`src/scst_regs.vh`:
```
// Purpose: Constants for the smart card self-test sequencer
// Assumes: 100 MHz mclk_i
// Notes: Test indices, status words and timing counts
`ifndef SCST_REGS_VH
`define SCST_REGS_VH
// ==========================================================
// Power-up test indices (one bit per test in the test vector)
`define SCST_T_CRC_SYS 5'h00
`define SCST_T_CRC_EXT 5'h01
`define SCST_T_CRC_PKG 5'h02
`define SCST_T_KAT_TDES 5'h03
`define SCST_T_KAT_AES 5'h04
`define SCST_T_KAT_SHA1 5'h05
`define SCST_T_KAT_SHA256 5'h06
`define SCST_T_KAT_SHA512 5'h07
`define SCST_T_KAT_RSA_SIG 5'h08
`define SCST_T_KAT_RSA_WRAP 5'h09
`define SCST_T_KAT_ECDSA 5'h0A
`define SCST_T_KAT_DETERMINISTIC_RANDOM_GEN 5'h0B
`define SCST_T_CRC_KAT 5'h0C
`define SCST_T_RAM 5'h0D
`define SCST_T_SENSOR 5'h0E
`define SCST_T_AUDIT 5'h0F
`define SCST_T_LIFECYCLE 5'h10
`define SCST_T_FAULT_ATK 5'h11
`define SCST_NUM_TESTS 18
// ==========================================================
// Status word sent once before going mute (arbitrary code)
`define SCST_ERR_SW 16'h6F00
// Tests whose failure still allows the status word to be sent
`define SCST_SW_ALLOWED 18'h0F7F8
// ==========================================================
// Timing: per-test timeout in microseconds, cycle period in ns
`define SCST_CLK_NS 10
`define SCST_TEST_TMO_US 100
`define SCST_TEST_TMO_CYC ((`SCST_TEST_TMO_US * 1000) / `SCST_CLK_NS)
// Key check value width in bits (leading three cipher bytes)
`define SCST_KCV_W 24
`endif

```
`src/scst_seq.v`:
```
// Purpose: Power-up self-test sequencer, conditional checks and tamper watch
// Assumes: Engines run each test and report done/pass; inputs synchronous
// Notes: Commands are gated until all power-up tests pass
//
// Contract
// - After each reader reset run all go/no-go tests before answering commands.
// - Power-up checks memory CRC16 over system data, extensions, packages.
// - Power-up runs cipher, hash, RSA, ECDSA, generator KATs and critical tests.
// - Power-up also runs fault-attack guard tests.
// - Commands arriving during any self-test are ignored and unanswered.
// - Any power-up failure enters error state; no further commands processed.
// - Depending on failing test, one error status word may be sent first.
// - RSA key pair accepted only after sign/verify and encrypt/decrypt checks.
// - EC key pair accepted only after sign-then-verify check.
// - Every random output from both generators gets continuous and statistical tests.
// - Each key or PIN use first checks its error-detection code.
// - Loaded package verified by two-key triple cipher chained MAC.
// - Where enabled, package signature verified with 1024-bit RSA.
// - MAC or signature failure aborts load and erases partial package.
// - Encrypted key check value is first three bytes of zero-block encryption.
// - Monitor voltage, clock, temperature, light, single fault; card disable.
`include "scst_regs.vh"

module scst_seq #(
    parameter TMO_CYC = `SCST_TEST_TMO_CYC,
    parameter NT = `SCST_NUM_TESTS
) (
    // Clock and reset
    input wire mclk_i,
    input wire rst_b_i,
    // Reader reset pulse (contact or contactless)
    input wire rdr_reset_i,
    // Test engine handshake
    input wire test_done_i,
    input wire test_pass_i,
    // Incoming command frame
    input wire cmd_valid_i,
    // Conditional check results
    input wire rsa_gen_done_i,
    input wire rsa_sign_ok_i,
    input wire rsa_enc_ok_i,
    input wire ecc_gen_done_i,
    input wire ecc_sign_ok_i,
    input wire rng_valid_i,
    input wire rng_is_det_i,
    input wire [31:0] rng_data_i,
    input wire rng_stat_ok_i,
    input wire cred_use_i,
    input wire cred_edc_ok_i,
    input wire pkg_done_i,
    input wire pkg_mac_ok_i,
    input wire pkg_sig_en_i,
    input wire pkg_sig_ok_i,
    input wire key_load_i,
    input wire [`SCST_KCV_W-1:0] key_check_value_i,
    input wire [`SCST_KCV_W-1:0] kcv_calc_i,
    // Tamper sensors
    input wire volt_alarm_i,
    input wire freq_alarm_i,
    input wire temp_alarm_i,
    input wire light_alarm_i,
    input wire single_fault_detector_i,
    input wire card_disable_i,
    // Test engine control
    output reg test_start_o,
    output reg [4:0] test_sel_o,
    // Command gate and status
    output reg cmd_accept_o,
    output reg busy_o,
    output reg error_o,
    output reg sw_valid_o,
    output reg [15:0] sw_o,
    output reg [NT-1:0] fail_vec_o,
    // Conditional outcomes
    output reg rsa_key_ok_o,
    output reg ecc_key_ok_o,
    output reg rng_ok_o,
    output reg rng_fail_o,
    output reg cred_ok_o,
    output reg cred_fail_o,
    output reg pkg_ok_o,
    output reg pkg_erase_o,
    output reg key_load_ok_o,
    output reg key_load_fail_o,
    output reg tamper_o
);

    // ==========================================================
    // Sequencer states
    localparam ST_IDLE = 3'h0;
    localparam ST_START = 3'h1;
    localparam ST_WAIT = 3'h2;
    localparam ST_READY = 3'h3;
    localparam ST_SW = 3'h4;
    localparam ST_MUTE = 3'h5;
    // Per-test permission to send the status word before going mute
    localparam [NT-1:0] SW_MASK = `SCST_SW_ALLOWED;

    reg [2:0] state;
    reg [4:0] idx;
    reg [31:0] tmo;
    reg [31:0] rng_last_det;
    reg [31:0] rng_last_phy;
    reg rng_seen_det;
    reg rng_seen_phy;
    reg sw_ok;

    wire last_test = (idx == NT - 1);
    wire tamper_now = volt_alarm_i | freq_alarm_i | temp_alarm_i
        | light_alarm_i | single_fault_detector_i | card_disable_i;

    // ==========================================================
    // Power-up sequencer: walks every test index in turn
    always @(posedge mclk_i or negedge rst_b_i)
    begin
        if (!rst_b_i)
        begin
            state <= ST_START;
            idx <= 5'h00;
            tmo <= 32'h0;
            test_start_o <= 1'b0;
            test_sel_o <= 5'h00;
            busy_o <= 1'b1;
            error_o <= 1'b0;
            sw_valid_o <= 1'b0;
            sw_o <= 16'h0000;
            fail_vec_o <= {NT{1'b0}};
            sw_ok <= 1'b0;
        end
        else if (rdr_reset_i)
        begin
            // Any reader reset restarts the whole run
            state <= ST_START;
            idx <= 5'h00;
            tmo <= 32'h0;
            test_start_o <= 1'b0;
            busy_o <= 1'b1;
            error_o <= 1'b0;
            sw_valid_o <= 1'b0;
            fail_vec_o <= {NT{1'b0}};
        end
        else
        begin
            test_start_o <= 1'b0;
            sw_valid_o <= 1'b0;
            case (state)
                ST_START:
                begin
                    // CRC, KAT, critical and fault-attack tests by index
                    test_start_o <= 1'b1;
                    test_sel_o <= idx;
                    tmo <= 32'h0;
                    state <= ST_WAIT;
                end
                ST_WAIT:
                begin
                    tmo <= tmo + 32'h1;
                    if ((test_done_i && !test_pass_i) || tamper_now
                        || tmo >= TMO_CYC - 1)
                    begin
                        fail_vec_o[idx] <= 1'b1;
                        sw_ok <= SW_MASK[idx];
                        state <= ST_SW;
                    end
                    else if (test_done_i)
                    begin
                        if (last_test)
                        begin
                            busy_o <= 1'b0;
                            state <= ST_READY;
                        end
                        else
                        begin
                            idx <= idx + 5'h01;
                            state <= ST_START;
                        end
                    end
                end
                ST_READY:
                begin
                    if (tamper_now)
                    begin
                        busy_o <= 1'b1;
                        sw_ok <= 1'b1;
                        state <= ST_SW;
                    end
                end
                ST_SW:
                begin
                    // One status word for some failures, then mute
                    error_o <= 1'b1;
                    busy_o <= 1'b1;
                    sw_valid_o <= sw_ok;
                    sw_o <= `SCST_ERR_SW;
                    state <= ST_MUTE;
                end
                ST_MUTE:
                    state <= ST_MUTE;
                default:
                    state <= ST_IDLE;
            endcase
        end
    end

    // ==========================================================
    // Command gate: open only once every test has passed
    always @(posedge mclk_i or negedge rst_b_i)
    begin
        if (!rst_b_i)
            cmd_accept_o <= 1'b0;
        else
            cmd_accept_o <= cmd_valid_i && state == ST_READY && !tamper_now
                && !rdr_reset_i;
    end

    // ==========================================================
    // Conditional checks: key generation, RNG, credentials, loads
    always @(posedge mclk_i or negedge rst_b_i)
    begin
        if (!rst_b_i)
        begin
            rsa_key_ok_o <= 1'b0;
            ecc_key_ok_o <= 1'b0;
            rng_ok_o <= 1'b0;
            rng_fail_o <= 1'b0;
            cred_ok_o <= 1'b0;
            cred_fail_o <= 1'b0;
            pkg_ok_o <= 1'b0;
            pkg_erase_o <= 1'b0;
            key_load_ok_o <= 1'b0;
            key_load_fail_o <= 1'b0;
            tamper_o <= 1'b0;
            rng_last_det <= 32'h0;
            rng_last_phy <= 32'h0;
            rng_seen_det <= 1'b0;
            rng_seen_phy <= 1'b0;
        end
        else
        begin
            // Both pair checks must pass before the RSA pair is taken
            rsa_key_ok_o <= rsa_gen_done_i && rsa_sign_ok_i && rsa_enc_ok_i;
            ecc_key_ok_o <= ecc_gen_done_i && ecc_sign_ok_i;
            // Continuous test: repeat of previous word fails, per source
            rng_ok_o <= 1'b0;
            rng_fail_o <= 1'b0;
            if (rng_valid_i)
            begin
                if (rng_is_det_i)
                begin
                    rng_last_det <= rng_data_i;
                    rng_seen_det <= 1'b1;
                    rng_fail_o <= (rng_seen_det && rng_data_i == rng_last_det)
                        || !rng_stat_ok_i;
                    rng_ok_o <= !(rng_seen_det && rng_data_i == rng_last_det)
                        && rng_stat_ok_i;
                end
                else
                begin
                    rng_last_phy <= rng_data_i;
                    rng_seen_phy <= 1'b1;
                    rng_fail_o <= (rng_seen_phy && rng_data_i == rng_last_phy)
                        || !rng_stat_ok_i;
                    rng_ok_o <= !(rng_seen_phy && rng_data_i == rng_last_phy)
                        && rng_stat_ok_i;
                end
            end
            // Credential integrity before each use
            cred_ok_o <= cred_use_i && cred_edc_ok_i;
            cred_fail_o <= cred_use_i && !cred_edc_ok_i;
            // Package load: MAC always, signature when enabled
            pkg_ok_o <= pkg_done_i && pkg_mac_ok_i
                && (!pkg_sig_en_i || pkg_sig_ok_i);
            pkg_erase_o <= pkg_done_i && (!pkg_mac_ok_i
                || (pkg_sig_en_i && !pkg_sig_ok_i));
            // Key check value compare after decryption
            key_load_ok_o <= key_load_i && key_check_value_i == kcv_calc_i;
            key_load_fail_o <= key_load_i && key_check_value_i != kcv_calc_i;
            tamper_o <= tamper_now;
        end
    end

endmodule // scst_seq

```
`config.mk`:
```
export PLATFORM = sky130hd
export DESIGN_NAME = scst_seq
export DESIGN_NICKNAME = d
export VERILOG_FILES = /design/src/scst_seq.v
export VERILOG_INCLUDE_DIRS = /design/src
export SDC_FILE = /design/constraint.sdc
export NUM_CORES = 1
export LEC_CHECK = 0
export ABC_AREA = 1
export BUFFER_PORTS_ARGS = -buffer_cell sky130_fd_sc_hd__buf_2
export CORE_MARGIN = 2
export CORE_UTILIZATION = 35
export CTS_BUF_LIST = sky130_fd_sc_hd__clkbuf_8
export CTS_CLUSTER_DIAMETER = 60
export CTS_CLUSTER_SIZE = 30
export DETAILED_ROUTE_END_ITERATION = 6
export PLACE_DENSITY = 0.58
export RECOVER_POWER = 50
export SYNTH_ARGS = -nofsm -noshare
export SYNTH_HDL_FRONTEND = slang
export SYNTH_SLANG_ARGS = --single-unit
export TNS_END_PERCENT = 50
```
`constraint.sdc`:
```
create_clock -name mclk_i -period 1.5 [get_ports mclk_i]
set_input_delay 0 -clock mclk_i [delete_from_list [all_inputs] [get_ports mclk_i]]
set_output_delay 0 -clock mclk_i [all_outputs]
set_load 0.01 [all_outputs]
```
==> results.toml, run 1 <==
[status]
status = "complete, but fails checks"
violations = "setup timing"

[final_layout]
final_cell_area_sq_mm = 0.01104
syn2layout_area_growth_pct = 35.43
nNetsFinal = 1483
drive_above_1_share_pct = 25.98
final_core_util_pct = 48.46
n_antenna_cell = 0
fillers = 2245
multi_input_area_sq_mm = 0.003847
stdcell_count = 1695
seqCellArea_sq_mm = 0.003684

[yosys]
avgSynthCellArea_sq_um = 7.575
synthMuxAreaShare_pct = 0.1382
synth_fa_ha_area_share_pct = 0.9211
synth_area_sq_mm = 0.008150
ys_types = 45
synth_xor_xnor_area_share_pct = 5.481
yosys.area_share.simple_pct = 27.54
ys_seq_area_share_pct = 45.16
ys_warn_count = 0
yosysTopAreaCellShare_pct = 44.52
yosys-top-cells-area = "dfrtp_1 45%, nand2_1 13%, inv_1 7.3%, o21ai_0 6.1%, xnor2_1 4.8%"
syn_inst = 1076
synth_top_area_cell = "dfrtp_1"
async_flop_share_pct = 100.0
ys_ff_latch = 147
synth_ff_type = "dfrtp_1"
synth_compound_gate_area_share_pct = 10.18
synth_edf_count = 0
synth_top_family_by_area = "simple AND/OR/NAND/NOR gates"

[timing]
setup_viol = 42
hold_violations = 0
slew_viol_final = 0
period_share_pct = 106.3
finalCriticalPeriod_ns = 1.594
fin_ws_ns = -0.09419
worst_pin_slew_ns = 0.6391
fmax_ghz = 0.6273
grt_setup_unrepaired = "true"
max-slew-margin-rel_pct = 57.39
skew_ns = 0.01667

[clock_tree]
cts_root_buf = "clkbuf_8"
h-tree-depth = 4
clk_latency_ns = 0.47
cts_made_buffers = 17
clkTransAtPathRegs_ns = 0.08
clockBufferDepth = 2
cts_tree = "done"
clock_sinks = 147

[placed_design]
dpl_cell_area_sq_mm = 0.009842
place_inst = 1595
gp_congestion = 0.8917
hpwl_mm = 15.00
portBuffers = 151

[power]
power_w = 0.009033
leakagePower_nw = 5.409
max-vdd-ir-drop_mv = 0.5013
cellPowerDensity_mw_per_mm2 = 818.3

[setup_path]
critPathArrivalTime_ns = 1.94
r2r_start = "tmo[1]"
cp.required_ns = 1.85
start_kind = "register"
crit_type = "register to register"
crit_start = "tmo[1]"
crit_path_end_kind = "register"
worstPathMaxFanout = 5

[drt]
drt-initial-drc-count = 418
vias = 7631
finalWirelength_mm = 20.99
avgRoutedWirePerCell_microns = 12.39
via_per_inst = 4.502
drc = 0
ant_nets = 0
drt_first_pass_iters = 5

[global_routing]
grt_pass1_wl_mm = 34.85
grt_pass1_vias = 7428
grt-ovfl-total = 0
grt_start_max_net_pins = 66
grtUsageTotal_pct = 17.52
antenna_found_initial = 0

[die]
die_y_microns = 156.6
placementRows = 55
start_util_pct = 35.78
io_pins = 162
dieArea_sq_mm = 0.02452
core_region_area_sq_mm = 0.02278
die_w_microns = 156.6

[hold_path]
hp-start = "temp_alarm_i"
min_path_type = "primary input to register"

[run]
drv_cap = 0
-- synth_stat cells (4+ instances only) --
library cell,count
nor3_1,19
nand2_2,5
nand3_2,4
nor2_4,5
clkbuf_1,19
buf_2,4
o21ai_1,9
o22ai_1,11
nand3_1,50
nor2_2,8
inv_1,158
dfrtp_1,145
buf_4,15
a21oi_1,34
ha_1,6
xor2_1,6
nand2_1,279
nand4_1,39
o21ai_0,99
nor2_1,85
xnor2_1,45
-- registers in the layout, summed over array words and instances, names as in the netlist, 3 cells and up --
signal,cells
rng_last_phy,32
test_sel_o,5
state,3
fail_vec_o,18
idx,5
rng_last_det,32
tmo,32
-- where the power goes --
part / switching [W] / total [W] / internal, W
logic: 0.000832 / 0.00154 / 0.000709
clock network: 0.00160 / 0.00305 / 0.00145
registers: 0.000186 / 0.00444 / 0.00426
-- area by class of cell --
class / count / share of cell area, %
timing repair buffer: 310 / 19.29
sequential: 147 / 33.37
tap: 313 / 3.548
clock inverter: 14 / 1.281
inverter: 161 / 5.532
clock buffer: 17 / 2.120
multi-input combinational: 733 / 34.86
-- logic make-up (layout without fill, tap and decap cells) --
kind of cell	count (synthesis)	in the layout
AOI/OAI and AO/OA	159	159
muxes	1	1
xor gates and xnor gates	51	51
and+or+nand+nor	506	506
other	1	10
adders and majority gates	6	6
DFF	147	147
buffers and inverters	205	502
-- what timing repair did --
| item | 4_1_cts | 5_1_grt |
|---|---|---|
| gates cloned | 0 | 0 |
| hold buffers | 59 | 0 |
| pin swaps | 9 | 6 |
| setup endpoints to repair | 52 | 67 |
| resized for setup | 36 | 37 |
| setup buffers | 2 | 8 |
| hold endpoints to repair | 232 | 0 |
-- critical path: stages (launching register included) --
cell and delay, ns:
dfrtp_1 0.36, ha_2 0.21, nand3_4 0.12, nor2_4 0.14
nand2_2 0.09, nor2_4 0.13, inv_1 0.09, o21ai_2 0.14
o21ai_1 0.09, nand2_1 0.06, o21ai_1 0.05
-- path summary, 6_finish.rpt --
| path | depth (start not counted) | slack [ns] | end |
|---|---|---|---|
| worst max-delay path | 10 | -0.09 | tmo[12] |
| worst max register to register | 10 | -0.09 | tmo[12] |
| max in group asynchronous | 4 | 0.21 | tmo[2] |
| min in group asynchronous | 3 | 0.45 | rng_last_det[25] |
| worst min register to register | 2 | 0.47 | rng_seen_det |
| worst min-delay path | 8 | 0.07 | cmd_accept_o |
-- per-stage QoR --
step	hold slack (ns)	TNS [ns]	worst slack (ns)
final	0.07229	-2.103	-0.09419
after global routing	0.1190	-8.932	-0.2457
after CTS	0.06430	-2.257	-0.1060
after detailed placement	-0.07521	-3.221	-0.1242
after global placement	-0.06612	-1.866	-0.07494
after floorplan	-0.2956	0	0.0007236
-- layout by cell type, fill, tap and decap left out, types with 2 or more instances in the layout --
cell | Yosys | final
xor2_1 | 6 | 6
o21ai_1 | 9 | 20
clkbuf_4 | 0 | 4
inv_1 | 158 | 154
buf_6 | 2 | 6
a21oi_1 | 34 | 29
clkbuf_8 | 1 | 17
nand2_2 | 5 | 15
inv_2 | 2 | 6
nand3_4 | 0 | 2
nor3_4 | 2 | 3
dlygate4sd3_1 | 0 | 58
nor3_2 | 2 | 9
nand4_1 | 39 | 39
nor2_4 | 5 | 14
nor3_1 | 19 | 11
dfstp_2 | 2 | 2
o22ai_1 | 11 | 11
a21oi_2 | 1 | 6
o21ai_0 | 99 | 88
clkbuf_1 | 19 | 4
ha_1 | 6 | 5
nand2_4 | 1 | 2
clkinvlp_4 | 0 | 7
dfrtp_2 | 0 | 2
conb_1 | 1 | 10
nand3b_1 | 2 | 2
buf_4 | 15 | 88
nand2_1 | 279 | 268
xnor2_1 | 45 | 45
nor2_1 | 85 | 76
nand3_2 | 4 | 6
dfrtp_1 | 145 | 143
nand3_1 | 50 | 46
clkinv_2 | 0 | 3
buf_2 | 4 | 147
bufinv_16 | 0 | 2
nor2_2 | 8 | 8
-- metal layers --
| layer | track usage, % | up-vias | routed length [microns] |
|---|---|---|---|
| met5 | 0 | - | 0 |
| met4 | 4.019 | 0 | 197 |
| met3 | 3.462 | 17 | 780 |
| li1 | - | 3981 | - |
| met2 | 30.21 | 151 | 10180 |
| met1 | 22.73 | 3482 | 9833 |
(Power assumes the default switching activity.)
==> run 2: changes to the inputs <==
- RECOVER_POWER: 50 -> 25
- SETUP_SLACK_MARGIN: default -> 0.2
==> results.toml, run 2 (synthesized netlist as in run 1, its figures left out) <==
[status]
status = "complete, but fails checks"
violations = "setup timing"

[timing]
fin_ws_ns = -0.1630
finalCriticalPeriod_ns = 1.663
hold_slack_ns = 0.08327
grt_setup_unrepaired = "true"
worst_pin_slew_ns = 1.165
slew_viol_final = 0
skew_ns = 0.01524
max-slew-margin-rel_pct = 22.33
setup_viol = 47
fmax_ghz = 0.6013
hold_violations = 0
period_share_pct = 110.9

[drt]
finalWirelength_mm = 21.03
avgRoutedWirePerCell_microns = 12.37
drt-initial-drc-count = 347
ant_nets = 0
drc = 0
via_per_inst = 4.572
vias = 7773
drt_first_pass_iters = 5

[global_routing]
grt_pass1_vias = 7546
grt-ovfl-total = 0
grtUsageTotal_pct = 17.55
grt_pass1_wl_mm = 34.98
grt_start_max_net_pins = 62
antenna_found_initial = 0

[setup_path]
cpMostUsedCell = "nor2_4"
reg2reg_slack_ns = -0.16
rr_worst_depth = 11
start_kind = "register"
crit_type = "register to register"
path_delay_family = "simple AND/OR/NAND/NOR gates"
r2r_start = "tmo[1]"
critPathArrivalTime_ns = 1.99
worstPathMaxFanout = 4
r2r_end = "tmo[17]"
cpMaxStageDelayCell = "dfrtp_1"
crit_path_end_kind = "register"
path_cells = "buf_4, buf_4, nand3_2, nor2_4, nand2_2, nor2_4, nand2_2, nor2_4, nand2_1, nand2_1, o22ai_1"
crit_buf_inv = 2
slowest_delay_ns = 0.41
cp.required_ns = 1.83

[run]
drv_cap = 0

[clock_tree]
clockBufferDepth = 2
h-tree-depth = 4
clk_latency_ns = 0.44
cts_root_buf = "clkbuf_8"
clkTransAtPathRegs_ns = 0.09
cts_tree = "done"
cts_made_buffers = 17
clock_sinks = 147

[die]
die_y_microns = 156.6
start_util_pct = 35.78
die_w_microns = 156.6
placementRows = 55
io_pins = 162
dieArea_sq_mm = 0.02452
core_region_area_sq_mm = 0.02278

[final_layout]
nNetsFinal = 1487
fillers = 2221
mostFrequentLayoutCells = "267 x nand2_1, 153 x inv_1, 150 x buf_2"
mostFrequentLayoutCell = "nand2_1"
final_cell_area_sq_mm = 0.01116
n_antenna_cell = 0
reg_top3 = "rng_last_det: 32 flops, rng_last_phy: 32 flops, tmo: 32 flops"
syn2layout_area_growth_pct = 36.95
drive_above_1_share_pct = 27.40

[power]
cellPowerDensity_mw_per_mm2 = 808.9
max-vdd-ir-drop_mv = 0.4823
leakagePower_nw = 5.476
power_w = 0.009029

[hold_path]
hold_depth = 5
min_path_type = "primary input to register"
min_to = "rng_last_det[7]"
hp-start = "rng_is_det_i"

[placed_design]
dpl_cell_area_sq_mm = 0.009869
gp_congestion = 0.8892
portBuffers = 151
hpwl_mm = 14.95
==> run 2: cell types whose count changed in the layout (fill, tap and decap cells not counted), sizes merged <==
cell,before,now
clkinv,4,3
inv,162,163
buf,243,257
clkbuf,26,22
bufinv,2,1
nand2,285,286
dlygate4sd3,58,54
clkinvlp,7,6
==> run 2: timing repair <==
action | in CTS | in global routing
setup buffers | 9 | 11
hold buffers | 54 | 0
gates resized for setup | 39 | 34
cloned | 0 | 1
endpoints found under the hold margin | 246 | 0
endpoints found under the setup margin | 67 | 85
pin swaps | 23 | 11
==> run 2: worst min-delay path, delay by kind of cell <==
kind                   cells  cell delay (ns)
and+or+nand+nor            2             0.13
buffers and inverters      2             0.29
AOI/OAI and AO/OA          1             0.06
==> run 2: how the worst max path moves through the flow <==
stage / from / end / slack (ns) / depth (start not counted)
floorplan: tmo[0] / state[0] / 0.03 / 13
global placement: tmo[0] / fail_vec_o[2] / -0.1 / 10
detailed placement: tmo[0] / fail_vec_o[13] / -0.14 / 10
CTS: tmo[0] / tmo[30] / -0.11 / 10
global route: tmo[1] / tmo[25] / -0.27 / 11
finish: tmo[1] / tmo[17] / -0.16 / 11
==> run 2: stage by stage <==
stage / instances / setup TNS [ns] / util (%) / setup slack [ns]
finish: 1700 / -3.986 / 49.00 / -0.1630
global route: 1700 / -9.706 / 49.00 / -0.2660
CTS: 1688 / -2.484 / 48.23 / -0.1076
detailed placement: 1593 / -3.017 / 43.33 / -0.1385
global placement: 1593 / -1.660 / 43.33 / -0.09608
floorplan: 1085 / 0 / - / 0.03122
==> run 2: routing by layer <==
metal  track usage, %  vias up  wire (microns)
met4            3.364        0             191
met2            30.17      164           10010
met1            22.99     3602           10020
met3            3.628       16             814
met5                0        -               0
li1                 -     3991               -
==> run 2: where the power goes <==
| part | switching, W | total (W) | internal [W] |
|---|---|---|---|
| Combinational | 0.000843 | 0.00156 | 0.000716 |
| Sequential | 0.000192 | 0.00445 | 0.00426 |
| Clock | 0.00158 | 0.00302 | 0.00144 |
| Total | 0.00262 | 0.00903 | 0.00641 |
==> run 2: cell type report <==
cell class                      instances  area (sq um)  share of cell area, %
Inverter                              161         611.8                  5.481
Tap cell                              313         391.6                  3.509
Clock buffer                           20         275.3                  2.466
Timing Repair Buffer                  313          2186                  19.58
Clock inverter                         12         106.4                 0.9528
Sequential cell                       147          3682                  32.99
Multi-Input combinational cell        734          3909                  35.02
